==> config.mk <==
export PLATFORM = sky130hd
export DESIGN_NAME = sdb_mem_ctl_flat
export DESIGN_NICKNAME = d
export VERILOG_FILES = /design/src/inc/sdb_pkg.sv /design/src/inc/sdb_if.sv /design/src/design/sdb_mem_ctl.sv /design/src/flat_wrapper.sv
export SDC_FILE = /design/constraint.sdc
export NUM_CORES = 1
export LEC_CHECK = 0
export BUFFER_PORTS_ARGS = -buffer_cell sky130_fd_sc_hd__clkbuf_2
export CORE_MARGIN = 8
export CORE_UTILIZATION = 48
export DETAILED_ROUTE_END_ITERATION = 8
export HOLD_SLACK_MARGIN = 0.02
export PLACE_DENSITY = 0.75
export SYNTH_ARGS = -nofsm -noshare
export SYNTH_HDL_FRONTEND = slang
export SYNTH_SLANG_ARGS = --single-unit
==> constraint.sdc <==
create_clock -name aclk -period 1.57 [get_ports aclk]
set_input_delay 0.157 -clock aclk [delete_from_list [all_inputs] [get_ports aclk]]
set_output_delay 0.157 -clock aclk [all_outputs]
set_load 0.1 [all_outputs]
==> src/inc/sdb_pkg.sv <==
// shared constants for the double-rate burst-of-two static memory port
// assumes one clock aclk; the memory's k/k_n clocks are levels toggled by the controller
package sdb_pkg;
	localparam int SDB_ADDR_W = 4;
	localparam int SDB_BEAT_W = 18;
	localparam int SDB_BYTE_W = 9;
	localparam int SDB_NBYTE = SDB_BEAT_W / SDB_BYTE_W;
	localparam int SDB_WORD_W = 2 * SDB_BEAT_W;
	localparam int SDB_CODE_W = 5;
	localparam logic [SDB_CODE_W-1:0] SDB_CODE_RST = 5'h10;
	localparam int SDB_CAL_PERIOD_CYC = 1024;
	// controller register map, byte offsets
	localparam logic [7:0] SDB_REG_CTRL = 8'h00;
	localparam logic [7:0] SDB_REG_ADDR = 8'h04;
	localparam logic [7:0] SDB_REG_WD0 = 8'h08;
	localparam logic [7:0] SDB_REG_WD1 = 8'h0C;
	localparam logic [7:0] SDB_REG_MASK = 8'h10;
	localparam logic [7:0] SDB_REG_RD0 = 8'h14;
	localparam logic [7:0] SDB_REG_RD1 = 8'h18;
	localparam logic [7:0] SDB_REG_STAT = 8'h1C;
	localparam int SDB_CTRL_WR_BIT = 0;
	localparam int SDB_CTRL_RD_BIT = 1;
	localparam int SDB_CTRL_TERM_BIT = 2;
	localparam int SDB_CTRL_PLLOFF_BIT = 3;
	localparam int SDB_STAT_WRP_BIT = 0;
	localparam int SDB_STAT_RDB_BIT = 1;
	localparam int SDB_STAT_DONE_BIT = 2;
	localparam logic [3:0] SDB_MASK_RST = 4'h0;
	localparam logic [1:0] SDB_RESP_OKAY = 2'h0;
	localparam logic [1:0] SDB_RESP_SLVERR = 2'h2;
endpackage

==> src/inc/sdb_if.sv <==
// pins between the memory device and its controller
// assumes both ends run on aclk; k high marks the primary-edge slot
interface sdb_if;
	import sdb_pkg::*;
	logic k;
	logic k_n;
	logic [SDB_ADDR_W-1:0] addr_in;
	logic rd_n;
	logic wr_n;
	logic [SDB_BEAT_W-1:0] data_in;
	logic [SDB_NBYTE-1:0] byte_mask_n;
	logic [SDB_BEAT_W-1:0] data_out;
	logic data_out_oe_n;
	logic echo_clock;
	logic echo_clock_n;
	logic out_valid;
	logic term_enable;
	logic pll_off_n;
	modport dev (input k, k_n, addr_in, rd_n, wr_n, data_in, byte_mask_n, term_enable,
		pll_off_n, output data_out, data_out_oe_n, echo_clock, echo_clock_n, out_valid);
	modport ctl (output k, k_n, addr_in, rd_n, wr_n, data_in, byte_mask_n, term_enable,
		pll_off_n, input data_out, data_out_oe_n, echo_clock, echo_clock_n, out_valid);
endinterface

==> src/design/sdb_mem_ctl.sv <==
// controller end: AXI4-Lite register slave that drives the memory pins
// assumes the device end shares aclk; one write and one read burst at a time
//
// The implementer's own choices: the AXI4-Lite slave port and the address map.
module sdb_mem_ctl import sdb_pkg::*; (
	input wire logic aclk,
	input wire logic aresetn,
	sdb_if.ctl port,
	input wire logic awvalid,
	output logic awready,
	input wire logic [7:0] awaddr,
	input wire logic wvalid,
	output logic wready,
	input wire logic [31:0] wdata,
	input wire logic [3:0] wstrb,
	output logic bvalid,
	input wire logic bready,
	output logic [1:0] bresp,
	input wire logic arvalid,
	output logic arready,
	input wire logic [7:0] araddr,
	output logic rvalid,
	input wire logic rready,
	output logic [31:0] rdata,
	output logic [1:0] rresp
);
	function automatic logic [31:0] strb_merge(input logic [31:0] old_v,
		input logic [31:0] new_v, input logic [3:0] strb);
		logic [31:0] res;
		res = old_v;
		for (int i = 0; i < 4; i++) begin
			if (strb[i]) begin
				res[i*8 +: 8] = new_v[i*8 +: 8];
			end
		end
		return res;
	endfunction

	function automatic logic known_reg(input logic [7:0] a);
		return a[1:0] == 2'h0 && a <= SDB_REG_STAT;
	endfunction

	logic awready_q, wready_q, bvalid_q, arready_q, rvalid_q, aw_have_q, w_have_q;
	logic [7:0] awaddr_q;
	logic [31:0] wdata_q, rdata_q;
	logic [3:0] wstrb_q;
	logic [1:0] bresp_q, rresp_q;
	logic [3:0] ctrl_q, mask_q;
	logic [SDB_ADDR_W-1:0] addr_q;
	logic [SDB_BEAT_W-1:0] wd0_q, wd1_q, rd0_q, rd1_q;
	logic wr_pend_q, rd_pend_q, rd_busy_q, rd_done_q;
	logic k_q, rd_n_q, wr_n_q;
	logic [SDB_ADDR_W-1:0] pin_addr_q;
	logic [SDB_BEAT_W-1:0] pin_data_q;
	logic [SDB_NBYTE-1:0] pin_mask_q;

	wire reg_wr = aw_have_q & w_have_q & ~bvalid_q;
	wire [31:0] wv = strb_merge(32'h0000_0000, wdata_q, wstrb_q);
	wire wr_ctrl = reg_wr & (awaddr_q == SDB_REG_CTRL);
	wire wr_stat = reg_wr & (awaddr_q == SDB_REG_STAT);
	wire issue = ~k_q; // next edge the device sees its primary slot
	wire do_wr = issue & wr_pend_q;
	wire do_rd = issue & rd_pend_q;
	wire beat0_in = port.out_valid & port.echo_clock;
	wire beat1_in = port.out_valid & ~port.echo_clock;
	wire [31:0] stat_v = {29'h0, rd_done_q, rd_busy_q | rd_pend_q, wr_pend_q};
	wire [31:0] rd_mux = (araddr == SDB_REG_CTRL) ? {28'h0, ctrl_q} :
		(araddr == SDB_REG_ADDR) ? 32'(addr_q) :
		(araddr == SDB_REG_WD0) ? 32'(wd0_q) :
		(araddr == SDB_REG_WD1) ? 32'(wd1_q) :
		(araddr == SDB_REG_MASK) ? {28'h0, mask_q} :
		(araddr == SDB_REG_RD0) ? 32'(rd0_q) :
		(araddr == SDB_REG_RD1) ? 32'(rd1_q) :
		(araddr == SDB_REG_STAT) ? stat_v : 32'h0000_0000;

	// bus handshakes; address and data may arrive in either order
	always_ff @(posedge aclk) begin
		if (!aresetn) begin
			awready_q <= 1'b1;
			wready_q <= 1'b1;
			aw_have_q <= 1'b0;
			w_have_q <= 1'b0;
			awaddr_q <= 8'h00;
			wdata_q <= 32'h0000_0000;
			wstrb_q <= 4'h0;
			bvalid_q <= 1'b0;
			bresp_q <= SDB_RESP_OKAY;
			arready_q <= 1'b1;
			rvalid_q <= 1'b0;
			rdata_q <= 32'h0000_0000;
			rresp_q <= SDB_RESP_OKAY;
		end else begin
			if (awvalid && awready_q) begin
				awaddr_q <= awaddr;
				aw_have_q <= 1'b1;
				awready_q <= 1'b0;
			end
			if (wvalid && wready_q) begin
				wdata_q <= wdata;
				wstrb_q <= wstrb;
				w_have_q <= 1'b1;
				wready_q <= 1'b0;
			end
			if (reg_wr) begin
				bvalid_q <= 1'b1;
				bresp_q <= known_reg(awaddr_q) ? SDB_RESP_OKAY : SDB_RESP_SLVERR;
				aw_have_q <= 1'b0;
				w_have_q <= 1'b0;
			end
			if (bvalid_q && bready) begin
				bvalid_q <= 1'b0;
				awready_q <= 1'b1;
				wready_q <= 1'b1;
			end
			if (arvalid && arready_q) begin
				arready_q <= 1'b0;
				rvalid_q <= 1'b1;
				rdata_q <= rd_mux;
				rresp_q <= known_reg(araddr) ? SDB_RESP_OKAY : SDB_RESP_SLVERR;
			end else if (rvalid_q && rready) begin
				rvalid_q <= 1'b0;
				arready_q <= 1'b1;
			end
		end
	end

	// registers, pending orders and returned read beats
	always_ff @(posedge aclk) begin
		if (!aresetn) begin
			ctrl_q <= 4'h0;
			mask_q <= SDB_MASK_RST;
			addr_q <= '0;
			wd0_q <= '0;
			wd1_q <= '0;
			rd0_q <= '0;
			rd1_q <= '0;
			wr_pend_q <= 1'b0;
			rd_pend_q <= 1'b0;
			rd_busy_q <= 1'b0;
			rd_done_q <= 1'b0;
		end else begin
			if (wr_ctrl) begin
				ctrl_q <= {wv[SDB_CTRL_PLLOFF_BIT], wv[SDB_CTRL_TERM_BIT], 2'h0};
			end
			if (reg_wr && awaddr_q == SDB_REG_ADDR) addr_q <= wv[SDB_ADDR_W-1:0];
			if (reg_wr && awaddr_q == SDB_REG_WD0) wd0_q <= wv[SDB_BEAT_W-1:0];
			if (reg_wr && awaddr_q == SDB_REG_WD1) wd1_q <= wv[SDB_BEAT_W-1:0];
			if (reg_wr && awaddr_q == SDB_REG_MASK) mask_q <= wv[3:0];
			if (wr_ctrl && wv[SDB_CTRL_WR_BIT]) begin
				wr_pend_q <= 1'b1;
			end else if (do_wr) begin
				wr_pend_q <= 1'b0;
			end
			// a read start while a read is in flight is dropped
			if (wr_ctrl && wv[SDB_CTRL_RD_BIT] && !rd_busy_q) begin
				rd_pend_q <= 1'b1;
			end else if (do_rd) begin
				rd_pend_q <= 1'b0;
			end
			if (do_rd) begin
				rd_busy_q <= 1'b1;
			end else if (beat1_in && rd_busy_q) begin
				rd_busy_q <= 1'b0;
			end
			if (beat0_in) rd0_q <= port.data_out;
			if (beat1_in) rd1_q <= port.data_out;
			// set wins over the software clear
			if (beat1_in && rd_busy_q) begin
				rd_done_q <= 1'b1;
			end else if (wr_stat && wv[SDB_STAT_DONE_BIT]) begin
				rd_done_q <= 1'b0;
			end
		end
	end

	// pin side: k toggles every aclk; command and beat one on k high
	always_ff @(posedge aclk) begin
		if (!aresetn) begin
			k_q <= 1'b0;
			rd_n_q <= 1'b1;
			wr_n_q <= 1'b1;
			pin_addr_q <= '0;
			pin_data_q <= '0;
			pin_mask_q <= '1;
		end else begin
			k_q <= ~k_q;
			if (issue) begin
				rd_n_q <= ~do_rd;
				wr_n_q <= ~do_wr;
				pin_addr_q <= addr_q;
				pin_data_q <= wd0_q;
				pin_mask_q <= mask_q[1:0];
			end else begin
				rd_n_q <= 1'b1;
				wr_n_q <= 1'b1;
				pin_addr_q <= addr_q;
				pin_data_q <= wd1_q;
				pin_mask_q <= mask_q[3:2];
			end
		end
	end

	assign awready = awready_q;
	assign wready = wready_q;
	assign bvalid = bvalid_q;
	assign bresp = bresp_q;
	assign arready = arready_q;
	assign rvalid = rvalid_q;
	assign rdata = rdata_q;
	assign rresp = rresp_q;
	assign port.k = k_q;
	assign port.k_n = ~k_q;
	assign port.rd_n = rd_n_q;
	assign port.wr_n = wr_n_q;
	assign port.addr_in = pin_addr_q;
	assign port.data_in = pin_data_q;
	assign port.byte_mask_n = pin_mask_q;
	assign port.term_enable = ctrl_q[SDB_CTRL_TERM_BIT];
	assign port.pll_off_n = ~ctrl_q[SDB_CTRL_PLLOFF_BIT];
endmodule

==> src/flat_wrapper.sv <==
// flat-port wrapper written by rule: the top's interface ports become plain ports
module sdb_mem_ctl_flat import sdb_pkg::*;
  (aclk, aresetn, awvalid, awready, awaddr, wvalid, wready, wdata, wstrb, bvalid, bready, bresp, arvalid, arready, araddr, rvalid, rready, rdata, rresp, port_k, port_k_n, port_addr_in, port_rd_n, port_wr_n, port_data_in, port_byte_mask_n, port_term_enable, port_pll_off_n, port_data_out, port_data_out_oe_n, port_echo_clock, port_echo_clock_n, port_out_valid);
  sdb_if port_i ();
  input wire logic aclk;
  input wire logic aresetn;
  input wire logic awvalid;
  output logic awready;
  input wire logic [7:0] awaddr;
  input wire logic wvalid;
  output logic wready;
  input wire logic [31:0] wdata;
  input wire logic [3:0] wstrb;
  output logic bvalid;
  input wire logic bready;
  output logic [1:0] bresp;
  input wire logic arvalid;
  output logic arready;
  input wire logic [7:0] araddr;
  output logic rvalid;
  input wire logic rready;
  output logic [31:0] rdata;
  output logic [1:0] rresp;
  output wire logic [$bits(port_i.k)-1:0] port_k;
  output wire logic [$bits(port_i.k_n)-1:0] port_k_n;
  output wire logic [$bits(port_i.addr_in)-1:0] port_addr_in;
  output wire logic [$bits(port_i.rd_n)-1:0] port_rd_n;
  output wire logic [$bits(port_i.wr_n)-1:0] port_wr_n;
  output wire logic [$bits(port_i.data_in)-1:0] port_data_in;
  output wire logic [$bits(port_i.byte_mask_n)-1:0] port_byte_mask_n;
  output wire logic [$bits(port_i.term_enable)-1:0] port_term_enable;
  output wire logic [$bits(port_i.pll_off_n)-1:0] port_pll_off_n;
  input wire logic [$bits(port_i.data_out)-1:0] port_data_out;
  input wire logic [$bits(port_i.data_out_oe_n)-1:0] port_data_out_oe_n;
  input wire logic [$bits(port_i.echo_clock)-1:0] port_echo_clock;
  input wire logic [$bits(port_i.echo_clock_n)-1:0] port_echo_clock_n;
  input wire logic [$bits(port_i.out_valid)-1:0] port_out_valid;
  assign port_k = port_i.k;
  assign port_k_n = port_i.k_n;
  assign port_addr_in = port_i.addr_in;
  assign port_rd_n = port_i.rd_n;
  assign port_wr_n = port_i.wr_n;
  assign port_data_in = port_i.data_in;
  assign port_byte_mask_n = port_i.byte_mask_n;
  assign port_term_enable = port_i.term_enable;
  assign port_pll_off_n = port_i.pll_off_n;
  assign port_i.data_out = port_data_out;
  assign port_i.data_out_oe_n = port_data_out_oe_n;
  assign port_i.echo_clock = port_echo_clock;
  assign port_i.echo_clock_n = port_echo_clock_n;
  assign port_i.out_valid = port_out_valid;
  sdb_mem_ctl u_core (.aclk(aclk), .aresetn(aresetn), .port(port_i), .awvalid(awvalid), .awready(awready), .awaddr(awaddr), .wvalid(wvalid), .wready(wready), .wdata(wdata), .wstrb(wstrb), .bvalid(bvalid), .bready(bready), .bresp(bresp), .arvalid(arvalid), .arready(arready), .araddr(araddr), .rvalid(rvalid), .rready(rready), .rdata(rdata), .rresp(rresp));
endmodule
==> summary.txt <==
Floorplanning
  • Die Wd: around 130 um
  • Starting Density: 48.3%
  • Ports: roughly 150
  • Core ar.: ~0.014 sq mm
  • Die area: around 0.018 sq mm
  • DIE HEIGHT: between 100 and 150 um
  • Rows: 43

Critical path
  • Crit path max fanout: 4
  • Arr. time, crit path: 1.87 ns
  • Critical Path End Type: flop
  • Crit start category: flop
  • WP data required: between 1.5 and 2 ns
  • CP Class: reg -> reg

Logic synthesis
  • Synth Area in XOR/XNOR: 0%
  • Ys flop type: dfxtp_1
  • Yosys reg bits: around 170
  • Number of synthesized flops with an enable pin: 0
  • Dominant cell type by area after synthesis: dfxtp_1
  • Cell Area, Synth: between 0.006 and 0.007 sq mm
  • Top cells by area, synth: dfxtp_1, nand2_1, mux2i_1, a21oi_1, nand3_1
  • Sequential share of the synthesized area: 51.3%
  • Synth Area in Adders: 0%
  • Synthesized instance count: roughly 760
  • Yosys top cell area share: 51.3%
  • Post-synth top cells: dfxtp_1, nand2_1, a21oi_1, nand3_1, o21ai_0
  • Asr flop ratio synth: 0%
  • Compound-Gate Fraction of Synth Area: between 10% and 20%
  • Syn. warnings: 0
  • Count leader, synth: dfxtp_1
  • Multiplexer share of the synthesized area: 7.44%
  • Mean post-synth cell area: 8.73 sq um
  • Largest family of logic cells by synthesized area: simple AND/OR/NAND/NOR gates
  • Simple logic cell fraction of the synthesized area: 19.6%
  • Distinct cell type count after synthesis: 42

Cells and area
  • Final Cell Area: around 0.0085 sq mm
  • Ant. Diodes: 0
  • Layout cells sized above 1: around 22%
  • Final #Nets: between 900 and 1000
  • Non-filler cells, final: roughly 1100
  • Area delta synth->final: 29.7%

STA
  • Unrepaired setup endpoints after global routing: yes
  • Fin Hold WS: about 0.024 ns
  • Max_slew headroom: a little under two fifths
  • F_max: about 0.64 GHz
  • Tightest Pin Transition: between 0.9 and 1 ns
  • Clock Skew: roughly 0.013 ns
  • Fin crit share: ~100%
  • Final setup TNS: 0 ns
  • Hold Vio Cnt, Final: 0
  • Slew Limit Fails: 0
  • Final min period: 1.57 ns
  • Setup violators final: 0

Min path
  • HP Class: in -> reg

Route
  • Drt pass-1 iters: 7
  • Vias/cell: between 5 and 6
  • Total number of vias: slightly below 6000
  • DRT Wirelength: between 15 and 20 mm
  • DRT iter0 DRCs: around 430
  • Drt drc: 0
  • WL per Instance: ~16 um
  • Final ANT Viol Nets: 0

Power and ir drop
  • Net switching share of the total power: approximately a quarter
  • Total power: 9670 uW
  • Internal power: 7260 uW
  • Pwr/cell area: 1130 mW/mm^2
  • Switching power: roughly 2400 uW
  • Peak VDD IR: between 0.0008 and 0.0009 V
  • Gate power share: 10.8%
  • Leakage power: 0.00347 uW
  • Sequential share of power: a little under half
  • Clock power frac: between 40 and 50%

Global route
  • Global-route wire length before repair: approximately 28 mm
  • Vias in the first global route: approximately 5700
  • Initial antenna violation count: 0
  • Overall routing resource usage: 19.7%
  • Pin count of the biggest net entering global routing: 73
  • Total grt overflow: 0

Flow run
  • Max cap viols: 0

CTS
  • CTS root buffer: clkbuf_16
  • CTS Buf Count: 17
  • Worst-Skew Late Latency: 0.43 ns
  • H-tree depth: 4
  • Bufs on Longest Clock Path: 2
  • TritonCTS Sinks: between 150 and 200
  • Clk pin slew, worst setup/hold paths: roughly 0.06 ns
  • CTS tree: built

Status
  • Status: complete, no violations

Placed design
  • Placed Cells: 1022
  • GPL Wtd Cong: 0.813
  • Post-DP Area: about 0.0074 sq mm
  • Number of buffers added on ports: 118
  • DP HPWL: 12.0 mm
## metal layers
metal,GRT usage [%],vias up,wire [um]
met1,23.4,2705,7570
met3,5.65,32,977
met5,0,-,0
li1,-,2907,-
met2,32.6,187,8830
met4,8.55,0,396
## placed cells by master (no fill, tap or decap), types with 4 or more instances in the layout
master	count
o22ai_1	13
dfxtp_1	161
nor2_1	26
buf_12	6
clkbuf_16	18
o21ai_1	7
nor2b_1	4
inv_1	7
dfxtp_2	5
conb_1	16
a22oi_1	14
clkinv_2	4
a21oi_1	72
nand2_1	148
dlygate4sd3_1	49
nand3_1	65
mux2i_1	40
a22o_1	15
o21ai_0	46
and2_1	7
mux2_2	4
buf_4	24
clkbuf_2	115
## cell type report
class	instances	area [sq um]
Tap cell	180	225
Timing Repair Buffer	199	1430
Inverter	10	41.3
Clock buffer	21	450
Multi-Input combinational cell	517	2880
Clock inverter	9	123
Sequential cell	169	3400
Fill cell	1195	5120
## state kept, by name, indices dropped and copies added (netlist names), 3 cells and up
name and count:
u_core.wd1_q 18, u_core.port.data_in 18, u_core.rdata 18, u_core.wstrb_q 3, u_core.addr_q 4, u_core.rd1_q 18, u_core.port.addr_in 4, u_core.awaddr_q 8
u_core.mask_q 4, u_core.rd0_q 18, u_core.wdata_q 18, u_core.wd0_q 18
## worst paths after layout
path              cells past startpoint          endpoint                from  slack (ns)
setup / recovery                      4  u_core.ctrl_q[2]  u_core.awaddr_q[0]       0.002
hold / removal                        4     u_core.rvalid              rready        0.02
setup reg to reg                      4  u_core.ctrl_q[2]  u_core.awaddr_q[0]       0.002
hold reg to reg                       1  u_core.port.wr_n    u_core.wr_pend_q        0.42
## critical path, cell delays in order (launching register included)
cell     delay (ns)
dfxtp_2        0.33
nor4_4         0.29
nand3_2        0.13
or4_1          0.53
mux2i_1        0.16
## timing repair
item	CTS	global route
pin swaps	2	3
endpoints found under the setup margin	23	11
cloned	0	1
resized for setup	4	9
endpoints found under the hold margin	67	0
hold buffers	49	0
buffers inserted	2	1
## stage by stage
stage	setup slack [ns]	util (%)
final	0.00227	62.6
after global routing	-0.108	62.6
after CTS	-0.0114	62.3
after detailed placement	-0.138	54.3
after global placement	-0.0899	54.3
after floorplan	-0.142	-
## power by group through the flow
stage,Sequential [uW],Clock (uW),Combinational [uW]
2_1_floorplan,4670,0,604
3_3_place_gp,4590,0,911
3_5_place_dp,4590,0,919
4_1_cts,4480,4180,1040
5_1_grt,4490,4390,1120
6_report,4480,4130,1050
## cells by family after synthesis
group	count (synthesis)
AND/OR/NAND/NOR	278
buffers and inverters	84
multiplexers	46
flip-flops	169
other	1
AO/OA/AOI/OAI	177
(Power assumes the default switching activity.)
